File: config.mk
export PLATFORM = sky130hd
export DESIGN_NAME = bit_timer
export DESIGN_NICKNAME = d
export VERILOG_FILES = /design/src/design/bit_pkg.sv /design/src/design/bit_prescaler.sv /design/src/design/bit_count_snap.sv /design/src/design/bit_timer.sv
export SDC_FILE = /design/constraint.sdc
export NUM_CORES = 1
export LEC_CHECK = 0
export BUFFER_PORTS_ARGS = -buffer_cell sky130_fd_sc_hd__buf_2
export CAP_MARGIN = 5
export CORE_UTILIZATION = 61
export DETAILED_ROUTE_END_ITERATION = 12
export GPL_TIMING_DRIVEN = 0
export PLACE_DENSITY = 0.81
export SLEW_MARGIN = 5
export SYNTH_ARGS = -nofsm -noshare
export SYNTH_HDL_FRONTEND = slang
export SYNTH_SLANG_ARGS = --single-unit
export TNS_END_PERCENT = 50
File: constraint.sdc
create_clock -name core_clk -period 6.85 [get_ports core_clk]
set_clock_uncertainty 0.2 [all_clocks]
set_input_delay 1.37 -clock core_clk [delete_from_list [all_inputs] [get_ports core_clk]]
set_output_delay 1.37 -clock core_clk [all_outputs]
set_load 0.05 [all_outputs]
File: src/design/bit_pkg.sv
// shared constants and state types of the basic interval timer
package bit_pkg;

	// ------------------------------------------------------------
	// register offsets (byte address)
	// ------------------------------------------------------------
	localparam logic [4:0] OFS_CURRENT_COUNT  = 5'h00;
	localparam logic [4:0] OFS_RELOAD_VALUE   = 5'h04;
	localparam logic [4:0] OFS_EVENT_FLAGS    = 5'h08;
	localparam logic [4:0] OFS_EVENT_IRQ_MASK = 5'h0C;
	localparam logic [4:0] OFS_TIMER_CONTROL  = 5'h10;

	// ------------------------------------------------------------
	// field positions
	// ------------------------------------------------------------
	localparam int EVT_LIMIT_BIT    = 0;
	localparam int CTL_ENABLE_BIT   = 0;
	localparam int CTL_COUNT_UP_BIT = 2;
	localparam int CTL_AUTO_RST_BIT = 3;
	localparam int CTL_SOFT_RST_BIT = 4;
	localparam int CTL_START_BIT    = 5;
	localparam int CTL_RELOAD_BIT   = 6;
	localparam int CTL_HALT_BIT     = 7;
	localparam int CTL_PRESCALE_LSB = 16;
	localparam int PRESCALE_W       = 16;

	// ------------------------------------------------------------
	// widths, masks and reset values
	// ------------------------------------------------------------
	localparam int          WIDTH_DEFAULT = 32;
	localparam logic [31:0] MASK_W16      = 32'h0000FFFF;
	localparam logic [31:0] MASK_W32      = 32'hFFFFFFFF;
	localparam logic [31:0] CTL_WR_MASK   = 32'hFFFF00AD;
	localparam logic [31:0] RESET_WORD    = 32'h00000000;
	localparam logic        RESET_BIT     = 1'b0;
	localparam logic [15:0] RESET_PRESC   = 16'h0000;

	// ------------------------------------------------------------
	// state types
	// ------------------------------------------------------------
	typedef struct packed {
		logic [15:0] cnt;
		logic        tick;
	} bit_presc_state_type;

	typedef struct packed {
		logic [31:0] snap;
	} bit_snap_state_type;

	typedef struct packed {
		logic [31:0] count;
		logic [31:0] preload;
		logic [31:0] ctrl;
		logic        flag;
		logic        irq_en;
		logic        soft_rst;
		logic        irq;
		logic        sleep_ack;
		logic        asleep;
		logic [31:0] rdata;
		logic        rvalid;
	} bit_core_state_type;

endpackage : bit_pkg

File: src/design/bit_prescaler.sv
// prescaler that turns the core clock into one-cycle count enables
`timescale 1ns/1ns
module bit_prescaler
(
	// clock and reset
	input  wire logic                          core_clk,
	input  wire logic                          rst,
	// control
	input  wire logic                          run,
	input  wire logic [bit_pkg::PRESCALE_W-1:0] divide,
	// enable out
	output logic                               tick
);

	bit_pkg::bit_presc_state_type s_reg;
	bit_pkg::bit_presc_state_type s_next;

	// a divide of n gives one tick every n+1 clocks
	always_comb
	begin
		s_next      = s_reg;
		s_next.tick = 1'b0;
		if (!run)
		begin
			// restart the phase so the first step after start is a full period
			s_next.cnt = bit_pkg::RESET_PRESC;
		end
		else if (s_reg.cnt >= divide)
		begin
			s_next.cnt  = bit_pkg::RESET_PRESC;
			s_next.tick = 1'b1;
		end
		else
		begin
			s_next.cnt = s_reg.cnt + 16'h0001;
		end
	end

	always_ff @(posedge core_clk)
	begin
		if (rst)
		begin
			s_reg <= '0;
		end
		else
		begin
			s_reg <= s_next;
		end
	end

	assign tick = s_reg.tick;

endmodule : bit_prescaler

File: src/design/bit_count_snap.sv
// holding register that freezes the count for byte-wise reads
`timescale 1ns/1ns
module bit_count_snap
(
	// clock and reset
	input  wire logic        core_clk,
	input  wire logic        rst,
	// capture
	input  wire logic        capture,
	input  wire logic [31:0] value,
	// frozen copy
	output logic      [31:0] snap
);

	bit_pkg::bit_snap_state_type s_reg;
	bit_pkg::bit_snap_state_type s_next;

	always_comb
	begin
		s_next = s_reg;
		if (capture)
		begin
			s_next.snap = value;
		end
	end

	always_ff @(posedge core_clk)
	begin
		if (rst)
		begin
			s_reg <= '0;
		end
		else
		begin
			s_reg <= s_next;
		end
	end

	assign snap = s_reg.snap;

endmodule : bit_count_snap

File: src/design/bit_timer.sv
// basic interval timer: counter, register file, reset and sleep handshake
//
// Operation
// width parameter selects a 16 or 32 bit count and preload
// all logic runs on one clock, divided by a prescaler
// control prescale field sets the time of each count step
// system reset returns every register and state to defaults
// soft reset control bit makes an internal reset of the block
// timer reset is system reset ORed with soft reset
// limit sets event flag; interrupt output only while enabled
// low-power request acknowledged only while the block is inactive
// asleep when disabled, not started, or halted
// block counts as active whenever start is set
// control bit selects counting up or down
// one-shot: stop at limit, event held as a level
// continuous: reload preload at limit, event as one-cycle pulse
// software reloads, halts or starts the counter via control
// count, preload, status, enable, control at offsets 00h..10h
// count reads buffered for byte reads; 16-bit upper bits zero
// event flag cleared by writing one to it
// limit is all ones counting up, zero counting down
// software writes the counter only while halted or stopped; here count writes are also accepted while running
`timescale 1ns/1ns
module bit_timer
#(
	parameter int WIDTH = bit_pkg::WIDTH_DEFAULT
)
(
	// clock and reset
	input  wire logic        core_clk,
	input  wire logic        rst,
	// host register port
	input  wire logic [4:0]  host_addr,
	input  wire logic        host_wr,
	input  wire logic        host_rd,
	input  wire logic [3:0]  host_be,
	input  wire logic [31:0] host_wdata,
	output logic      [31:0] host_rdata,
	output logic             host_rvalid,
	// interrupt
	output logic             timer_irq,
	// power_clock_reset_unit handshake
	input  wire logic        sleep_req,
	output logic             sleep_ack,
	output logic             asleep
);

	// ------------------------------------------------------------
	// width selection
	// ------------------------------------------------------------
	localparam logic [31:0] WMASK = (WIDTH == 16) ? bit_pkg::MASK_W16
	                                              : bit_pkg::MASK_W32;

	bit_pkg::bit_core_state_type s_reg;
	bit_pkg::bit_core_state_type s_next;

	logic        timer_rst;
	logic        run;
	logic        tick;
	logic        count_up;
	logic [31:0] limit;
	logic [31:0] stepped;
	logic [31:0] snap;
	logic        cap;
	logic        sel_count;
	logic        sel_preload;
	logic        sel_flags;
	logic        sel_mask;
	logic        sel_ctrl;
	logic        wr_reload;
	logic [31:0] ctl_wr;

	// ------------------------------------------------------------
	// reset and run conditions
	// ------------------------------------------------------------
	assign timer_rst = rst | s_reg.soft_rst; // see
	assign run       = s_reg.ctrl[bit_pkg::CTL_ENABLE_BIT]
	                 & s_reg.ctrl[bit_pkg::CTL_START_BIT]
	                 & ~s_reg.ctrl[bit_pkg::CTL_HALT_BIT];
	assign count_up  = s_reg.ctrl[bit_pkg::CTL_COUNT_UP_BIT];
	assign limit     = count_up ? WMASK : 32'h00000000;
	assign stepped   = (count_up ? s_reg.count + 32'h00000001
	                             : s_reg.count - 32'h00000001) & WMASK;

	// ------------------------------------------------------------
	// address decode
	// ------------------------------------------------------------
	assign sel_count   = host_addr == bit_pkg::OFS_CURRENT_COUNT;
	assign sel_preload = host_addr == bit_pkg::OFS_RELOAD_VALUE;
	assign sel_flags   = host_addr == bit_pkg::OFS_EVENT_FLAGS;
	assign sel_mask    = host_addr == bit_pkg::OFS_EVENT_IRQ_MASK;
	assign sel_ctrl    = host_addr == bit_pkg::OFS_TIMER_CONTROL;

	// the low byte read freezes the whole count for the following bytes
	assign cap       = host_rd & sel_count & host_be[0];
	assign ctl_wr    = merge(s_reg.ctrl, host_wdata, host_be);
	assign wr_reload = host_wr & sel_ctrl & host_be[0]
	                 & host_wdata[bit_pkg::CTL_RELOAD_BIT];

	// byte-lane merge of a write into an old word
	function automatic logic [31:0] merge(input logic [31:0] old,
	                                      input logic [31:0] wd,
	                                      input logic [3:0]  be);
		logic [31:0] r;
		r = old;
		for (int i = 0; i < 4; i++)
		begin
			if (be[i])
			begin
				r[i*8 +: 8] = wd[i*8 +: 8];
			end
		end
		return r;
	endfunction : merge

	// ------------------------------------------------------------
	// prescaler and read buffer
	// ------------------------------------------------------------
	bit_prescaler u_prescaler
	(
		.core_clk (core_clk),
		.rst      (timer_rst),
		.run      (run),
		.divide   (s_reg.ctrl[bit_pkg::CTL_PRESCALE_LSB +: bit_pkg::PRESCALE_W]),
		.tick     (tick)
	); // see

	bit_count_snap u_snap
	(
		.core_clk (core_clk),
		.rst      (timer_rst),
		.capture  (cap),
		.value    (s_reg.count & WMASK),
		.snap     (snap)
	);

	// ------------------------------------------------------------
	// next state
	// ------------------------------------------------------------
	always_comb
	begin
		logic hit;
		logic clr;
		hit = 1'b0;
		clr = 1'b0;
		s_next          = s_reg;
		s_next.rvalid   = 1'b0;
		s_next.soft_rst = 1'b0;

		// counting; writes to the count while running are not guarded
		if (run && tick)
		begin
			hit = (stepped == limit);
			if (hit && s_reg.ctrl[bit_pkg::CTL_AUTO_RST_BIT])
			begin
				s_next.count = s_reg.preload & WMASK;
			end
			else if (hit)
			begin
				s_next.count                        = stepped;
				s_next.ctrl[bit_pkg::CTL_START_BIT] = 1'b0;
			end
			else
			begin
				s_next.count = stepped;
			end
		end

		// register writes
		if (host_wr)
		begin
			if (sel_count)
			begin
				s_next.count = merge(s_reg.count, host_wdata, host_be) & WMASK;
			end
			if (sel_preload)
			begin
				s_next.preload = merge(s_reg.preload, host_wdata, host_be) & WMASK;
			end
			if (sel_flags && host_be[0])
			begin
				clr = host_wdata[bit_pkg::EVT_LIMIT_BIT];
			end
			if (sel_mask && host_be[0])
			begin
				s_next.irq_en = host_wdata[bit_pkg::EVT_LIMIT_BIT];
			end
			if (sel_ctrl)
			begin
				s_next.ctrl = ctl_wr & bit_pkg::CTL_WR_MASK;
				if (host_be[0] && host_wdata[bit_pkg::CTL_SOFT_RST_BIT])
				begin
					s_next.soft_rst = 1'b1;
				end
			end
		end
		if (wr_reload)
		begin
			s_next.count = s_reg.preload & WMASK;
		end

		// continuous mode shows a pulse, one-shot a held level; set beats clear
		if (s_reg.ctrl[bit_pkg::CTL_AUTO_RST_BIT])
		begin
			s_next.flag = hit;
		end
		else
		begin
			s_next.flag = hit | (s_reg.flag & ~clr); // see
		end
		s_next.irq = s_next.flag & s_next.irq_en;

		// low-power handshake
		s_next.sleep_ack = sleep_req & ~s_next.ctrl[bit_pkg::CTL_START_BIT]; // see
		s_next.asleep    = ~s_next.ctrl[bit_pkg::CTL_ENABLE_BIT]
		                 | ~s_next.ctrl[bit_pkg::CTL_START_BIT]
		                 | s_next.ctrl[bit_pkg::CTL_HALT_BIT];

		// register reads
		if (host_rd)
		begin
			s_next.rvalid = 1'b1;
			s_next.rdata  = bit_pkg::RESET_WORD;
			if (sel_count)
			begin
				s_next.rdata = cap ? (s_reg.count & WMASK) : snap;
			end
			else if (sel_preload)
			begin
				s_next.rdata = s_reg.preload & WMASK;
			end
			else if (sel_flags)
			begin
				s_next.rdata[bit_pkg::EVT_LIMIT_BIT] = s_reg.flag;
			end
			else if (sel_mask)
			begin
				s_next.rdata[bit_pkg::EVT_LIMIT_BIT] = s_reg.irq_en;
			end
			else if (sel_ctrl)
			begin
				s_next.rdata = s_reg.ctrl;
			end
		end
	end

	// ------------------------------------------------------------
	// state register
	// ------------------------------------------------------------
	always_ff @(posedge core_clk)
	begin
		if (timer_rst)
		begin
			s_reg        <= '0; // see
			s_reg.asleep <= 1'b1;
		end
		else
		begin
			s_reg <= s_next;
		end
	end

	assign host_rdata  = s_reg.rdata;
	assign host_rvalid = s_reg.rvalid;
	assign timer_irq   = s_reg.irq;
	assign sleep_ack   = s_reg.sleep_ack;
	assign asleep      = s_reg.asleep;

endmodule : bit_timer

==> flow_metrics.tcl, run 1 <==
set metrics [dict create \
    status "completed" \
    die_h_um 137 \
    path_buf_inv 2 \
    final_nets 1660 \
    cts_buffers 17 \
    postLayoutCoreUtil_pct 69.0 \
    setup_violations 0 \
    crit_type "reg -> reg" \
    tns_ns 0 \
    antenna_found_initial 0 \
    synth-edff-count 0 \
    num_vias 11652 \
    cap_viol_max_count 0 \
    fin_crit_sh_pct 92.4 \
    layout_min_cycle_time_ns 6.33 \
    synth_top_family_by_area "simple AND/OR/NAND/NOR gates" \
    netlist_top_cells_area "dfxtp_1, mux2i_1, a21oi_1, nand2_1, ha_1" \
    maxSlewViolCount 0 \
    detail-route-antenna-nets 0 \
    rsz0062_at_grt "false" \
    hold_viol 0 \
    clk_latency_ns 0.45 \
    syn_avg_cell_area_um2 7.60 \
    async_reset_ff_share_pct 0 \
    critPathMaxStageDelay_ns 0.82 \
    drt_iter0_drc 1175 \
    gr-total-overflow 0 \
    setup_slack_ns 0.519 \
    root_buffer "clkbuf_16" \
    hold_path.class "reg -> reg" \
    fmax_ghz 0.158 \
    cts.clk_slew.worst_paths_ns 0.07 \
    critPathSlowestCell "nor4_2" \
    synth.area.mux_share_pct 8.62 \
    grt_pass1_wl_um 57600 \
    synth_flop_cell "dfxtp_1" \
    reg2reg_from "count_up" \
    grt_max_degree 37 \
    placed_area_um2 11800 \
    synth_cell_types 62 \
    gp_congestion 1.02 \
    reg2reg_depth 14 \
    area_growth_pct 11.2 \
    synthCells 1467 \
    cts_num_sinks 173 \
    cts_tree "built" \
    grt_pass1_vias 10740 \
    syn-cell-area_um2 11100 \
    worst_pin_slew_ns 1.43 \
    yosys_register_bits 173 \
    drive_gt1_share_pct 11.2 \
    holdPathEnd "u_snap.snap[19]" \
    final_common_cell "nand2_1" \
    grt_usage_pct 40.5 \
    largest_reg_flops 87 \
    cp.arrival_ns 6.47 \
    yosys_warnings 0 \
    syn_nets 1561 \
    power_density_nw_per_um2 363 \
    drt_wl_total_um 37200 \
    cp_top_family "compound AO/OA/AOI/OAI gates" \
    worstHoldPathCells 2 \
    wire_per_inst_um 20.6 \
    synth_top_area_share_pct 31.1 \
    yosys.area_share.adder_pct 5.46 \
    io_buffers 80 \
    fin_area_um2 12400 \
    n_antenna_cell 0 \
    synthSimpleGateAreaFrac_pct 22.7 \
    slew_headroom_pct 4.20 \
    vias_per_cell 6.45 \
    drc 0 \
    h-tree-depth 4 \
    clockBufferDepth 2 \
    yosysSeqAreaShare_pct 31.1 \
    ir_worst_vdd_mv 0.234 \
    synth_compound_area_share_pct 22.1 \
    worstPathRequired_ns 6.98 \
    worstPathCellList "clkinvlp_4, ha_1, and2_4, a221o_1, o21ai_1, nand3_1, a221oi_1, o21ai_0, xnor2_1, nor4_2, o2111a_2, buf_6, mux2_2, a21o_1" \
    r2r_setup_slack_ns 0.52 \
    core-area_um2 18000 \
    row_count 49 \
    drtPass1Iterations 6 \
    hpwl_um 28200 \
    end_kind "flop" \
    cp_max_fo 36 \
    place_ws_ns 0.730 \
    cts_setup_buffers 0 \
    power.leakage_nw 5.36 \
    die-area_um2 18800 \
    synth_xor_area_share_pct 2.83 \
    power.total_w 0.00450 \
    yosys.area.top_type "dfxtp_1" \
    r2r_end "s_reg[117]" \
    num_io_pins 82 \
    start_util_pct 62.0 \
    min_from "u_snap.snap[19]" \
    die_w_um 137 \
    most-common-layout-cells "nand2_1, dfxtp_1, nor2_1, a21oi_1, nor3_1" \
    startpoint_type "flop" \
]
[how the worst max path moves through the flow]
stage	from	end	slack [ns]	depth (start not counted)
2_1_floorplan	count_up	s_reg[110]	2.11	14
3_3_place_gp	count_up	s_reg[117]	0.78	14
3_5_place_dp	count_up	s_reg[117]	0.73	14
4_1_cts	count_up	s_reg[117]	0.68	14
5_1_grt	count_up	s_reg[115]	0.20	15
6_report	count_up	s_reg[117]	0.52	14
[cells by family (layout without fill, tap and decap cells)]
logic type / count (synthesis) / after routing
AND/OR/NAND/NOR: 563 / 563
AO/OA/AOI/OAI: 378 / 378
buffers and inverters: 175 / 286
flip-flops: 173 / 173
multiplexers: 94 / 94
adder cells (fa/ha/maj): 48 / 48
XOR/XNOR: 36 / 36
[Yosys cell counts (23+ instances only)]
cell	count
dfxtp_1	173
a22oi_1	32
clkbuf_1	82
xor2_1	23
o21ai_0	37
nand3_1	44
mux2i_1	78
inv_1	44
a21oi_1	148
a21o_1	31
nor3_1	92
buf_4	34
nor2_1	151
nand2_1	191
ha_1	47
[metrics by stage]
step / hold WS (ns) / instances
after floorplan: 0.236 / 1467
after global placement: 0.240 / 1776
after detailed placement: 0.246 / 1776
after CTS: 0.256 / 1807
after global routing: 0.269 / 1807
final: 0.257 / 1807
[where the power goes]
part           switching, W  internal (W)
registers          0.000108       0.00106
clock network      0.000465      0.000478
logic               0.00144      0.000952
[area by class of cell]
cell class / instances / area (µm²)
clock inverter: 13 / 125
clock buffer: 18 / 429
timing repair buffer: 80 / 400
buffer: 131 / 639
sequential: 173 / 3460
multi-input combinational: 1119 / 6880
inverter: 44 / 169
tap: 229 / 287
fill: 1542 / 5570
[worst min-delay path, cell delays in order, from the launching register on]
cell	delay, ns
dfxtp_1	0.31
nand2_1	0.05
a21oi_1	0.05
[per-layer routing]
metal	GRT usage, %	share of wire [%]
met5	0	0
met2	64.7	45
met3	8.41	9.3
met4	25.3	6.2
met1	49.8	39
[timing repair]
action                                  4_1_cts  5_1_grt
endpoints found under the setup margin        0       30
hold buffers                                  0        0
hold endpoints to repair                      0        0
resized for setup                             0        1
(Power assumes the default switching activity.)
==> inputs of run 2 (changes only) <==
RECOVER_POWER = 25   (was unset)
==> run 2 against run 1 <==
  * The flow now finishes with violations (capacitance limit)
  * Final cell count did not move
  * First-iteration DRC count fell by 4.6%
  * Global-route usage did not move
  * Clock-buffer cell count did not move
  * Combinational power barely moved
  * Critical path type unchanged
  * Highest routed layer unchanged
==> flow_metrics.tcl, run 2 (synthesis gave the netlist of run 1 again) <==
set metrics [dict create \
    critPathSlowestCell "nor4_2" \
    maxSlewViolCount 0 \
    layout_min_cycle_time_ns 6.38 \
    grt_pass1_vias 10740 \
    cts_hold_buf 0 \
    end_kind "flop" \
    cts.clk_slew.worst_paths_ns 0.07 \
    io_buffers 80 \
    row_count 49 \
    worstHoldPathCells 2 \
    cap_viol_max_count 1 \
    die_h_um 137 \
    cts_num_sinks 173 \
    clockBufferDepth 2 \
    cp_max_fo 36 \
    grt_usage_pct 40.5 \
    status "finished, violations left" \
    cts_repair_resize_count 0 \
    finalNonFillerCells 1807 \
    die_w_um 137 \
    cp.arrival_ns 6.51 \
    fin_area_um2 12300 \
    r2r_setup_slack_ns 0.47 \
    vias_per_cell 6.42 \
    drt_iter0_drc 1121 \
    grt_pass1_wl_um 57600 \
    largest_reg_flops 87 \
    holdPathEnd "u_snap.snap[21]" \
    min_from "u_snap.snap[21]" \
    die-area_um2 18800 \
    setup_violations 0 \
    worstPathRequired_ns 6.99 \
    worstPathCellList "clkinvlp_4, ha_1, and2_4, a221o_1, o21ai_1, nand3_1, a221oi_1, o21ai_0, xnor2_1, nor4_2, o2111a_2, buf_6, mux2_2, a21o_1" \
    num_io_pins 82 \
    reg2reg_from "count_up" \
    most-common-layout-cells "nand2_1, dfxtp_1, nor2_1, a21oi_1, clkbuf_1" \
    reg2reg_depth 14 \
    violations "capacitance limit" \
    power.leakage_nw 5.20 \
    critPathMaxStageDelay_ns 0.82 \
    core-area_um2 18000 \
    placed_area_um2 11800 \
    slew_headroom_pct 1.52 \
    gp_congestion 1.02 \
    clk_latency_ns 0.46 \
    detail-route-antenna-nets 0 \
    num_vias 11592 \
    cts_setup_buffers 0 \
    drive_gt1_share_pct 8.81 \
    drc 0 \
    hold_viol 0 \
    area_growth_pct 10.7 \
    dp_cells 1776 \
    fillers 1553 \
    fmax_ghz 0.157 \
    rsz0062_at_grt "false" \
    worst_pin_slew_ns 1.47 \
    fin_crit_sh_pct 93.1 \
    drtPass1Iterations 6 \
    wire_per_inst_um 20.6 \
    hpwl_um 28200 \
    ir_worst_vdd_mv 0.234 \
    crit_type "reg -> reg" \
    n_antenna_cell 0 \
    final_nets 1660 \
    power.total_w 0.00450 \
    start_util_pct 62.0 \
    grt_max_degree 37 \
    gr-total-overflow 0 \
    power_density_nw_per_um2 365 \
    cts_buffers 17 \
    startpoint_type "flop" \
    r2r_end "s_reg[117]" \
    tns_ns 0 \
    cts_tree "built" \
    root_buffer "clkbuf_16" \
    antenna_found_initial 0 \
    h-tree-depth 4 \
    final_common_cell "nand2_1" \
    hold_path.class "reg -> reg" \
    drt_wl_total_um 37200 \
]
## run 2: through the flow
| stage | hold WS, ns | util (%) | worst slack [ns] |
|---|---|---|---|
| floorplan | 0.236 | - | 2.11 |
| global placement | 0.240 | 65.9 | 0.785 |
| detailed placement | 0.246 | 65.9 | 0.730 |
| CTS | 0.256 | 68.9 | 0.682 |
| global route | 0.269 | 68.7 | 0.195 |
| finish | 0.256 | 68.7 | 0.474 |
## run 2: area by class of cell
| class | instances | area (µm²) | share of cell area, % |
|---|---|---|---|
| Sequential cell | 173 | 3460 | 28.1 |
| Multi-Input combinational cell | 1119 | 6880 | 55.7 |
| Clock buffer | 18 | 429 | 3.48 |
| Buffer | 131 | 639 | 5.18 |
| Inverter | 44 | 169 | 1.37 |
| Clock inverter | 13 | 125 | 1.01 |
| Timing Repair Buffer | 80 | 353 | 2.86 |
| Tap cell | 229 | 287 | 2.32 |
## run 2: power by group
| part | switching (W) | internal [W] |
|---|---|---|
| combinational | 0.00144 | 0.000951 |
| clock | 0.000468 | 0.000477 |
| sequential | 0.000109 | 0.00106 |
| total | 0.00202 | 0.00248 |
## run 2: worst max-delay path: cells and delay by family (launching register included)
family / cells / cell delay [ns]
compound gates: 6 / 1.95
simple gates: 3 / 1.21
buf+inv: 2 / 0.99
flops: 1 / 0.65
fa+ha+maj: 1 / 0.64
mux: 1 / 0.35
xor+xnor: 1 / 0.24
## run 2: layer usage
layer,global-route usage [%],wire (µm),vias to the layer above,part of all wire [%]
li1,-,-,5431,-
met2,64.7,16700,657,45
met3,8.41,3520,172,9.5
met5,0,0,-,0
met1,49.8,14700,5332,39
met4,25.3,2310,0,6.2
## run 2: how the worst max path moves through the flow
| stage | start | endpoint | slack [ns] | cells after the start |
|---|---|---|---|---|
| 2_1_floorplan | count_up | s_reg[110] | 2.11 | 14 |
| 3_3_place_gp | count_up | s_reg[117] | 0.78 | 14 |
| 3_5_place_dp | count_up | s_reg[117] | 0.73 | 14 |
| 4_1_cts | count_up | s_reg[117] | 0.68 | 14 |
| 5_1_grt | count_up | s_reg[115] | 0.20 | 15 |
| 6_report | count_up | s_reg[117] | 0.47 | 14 |
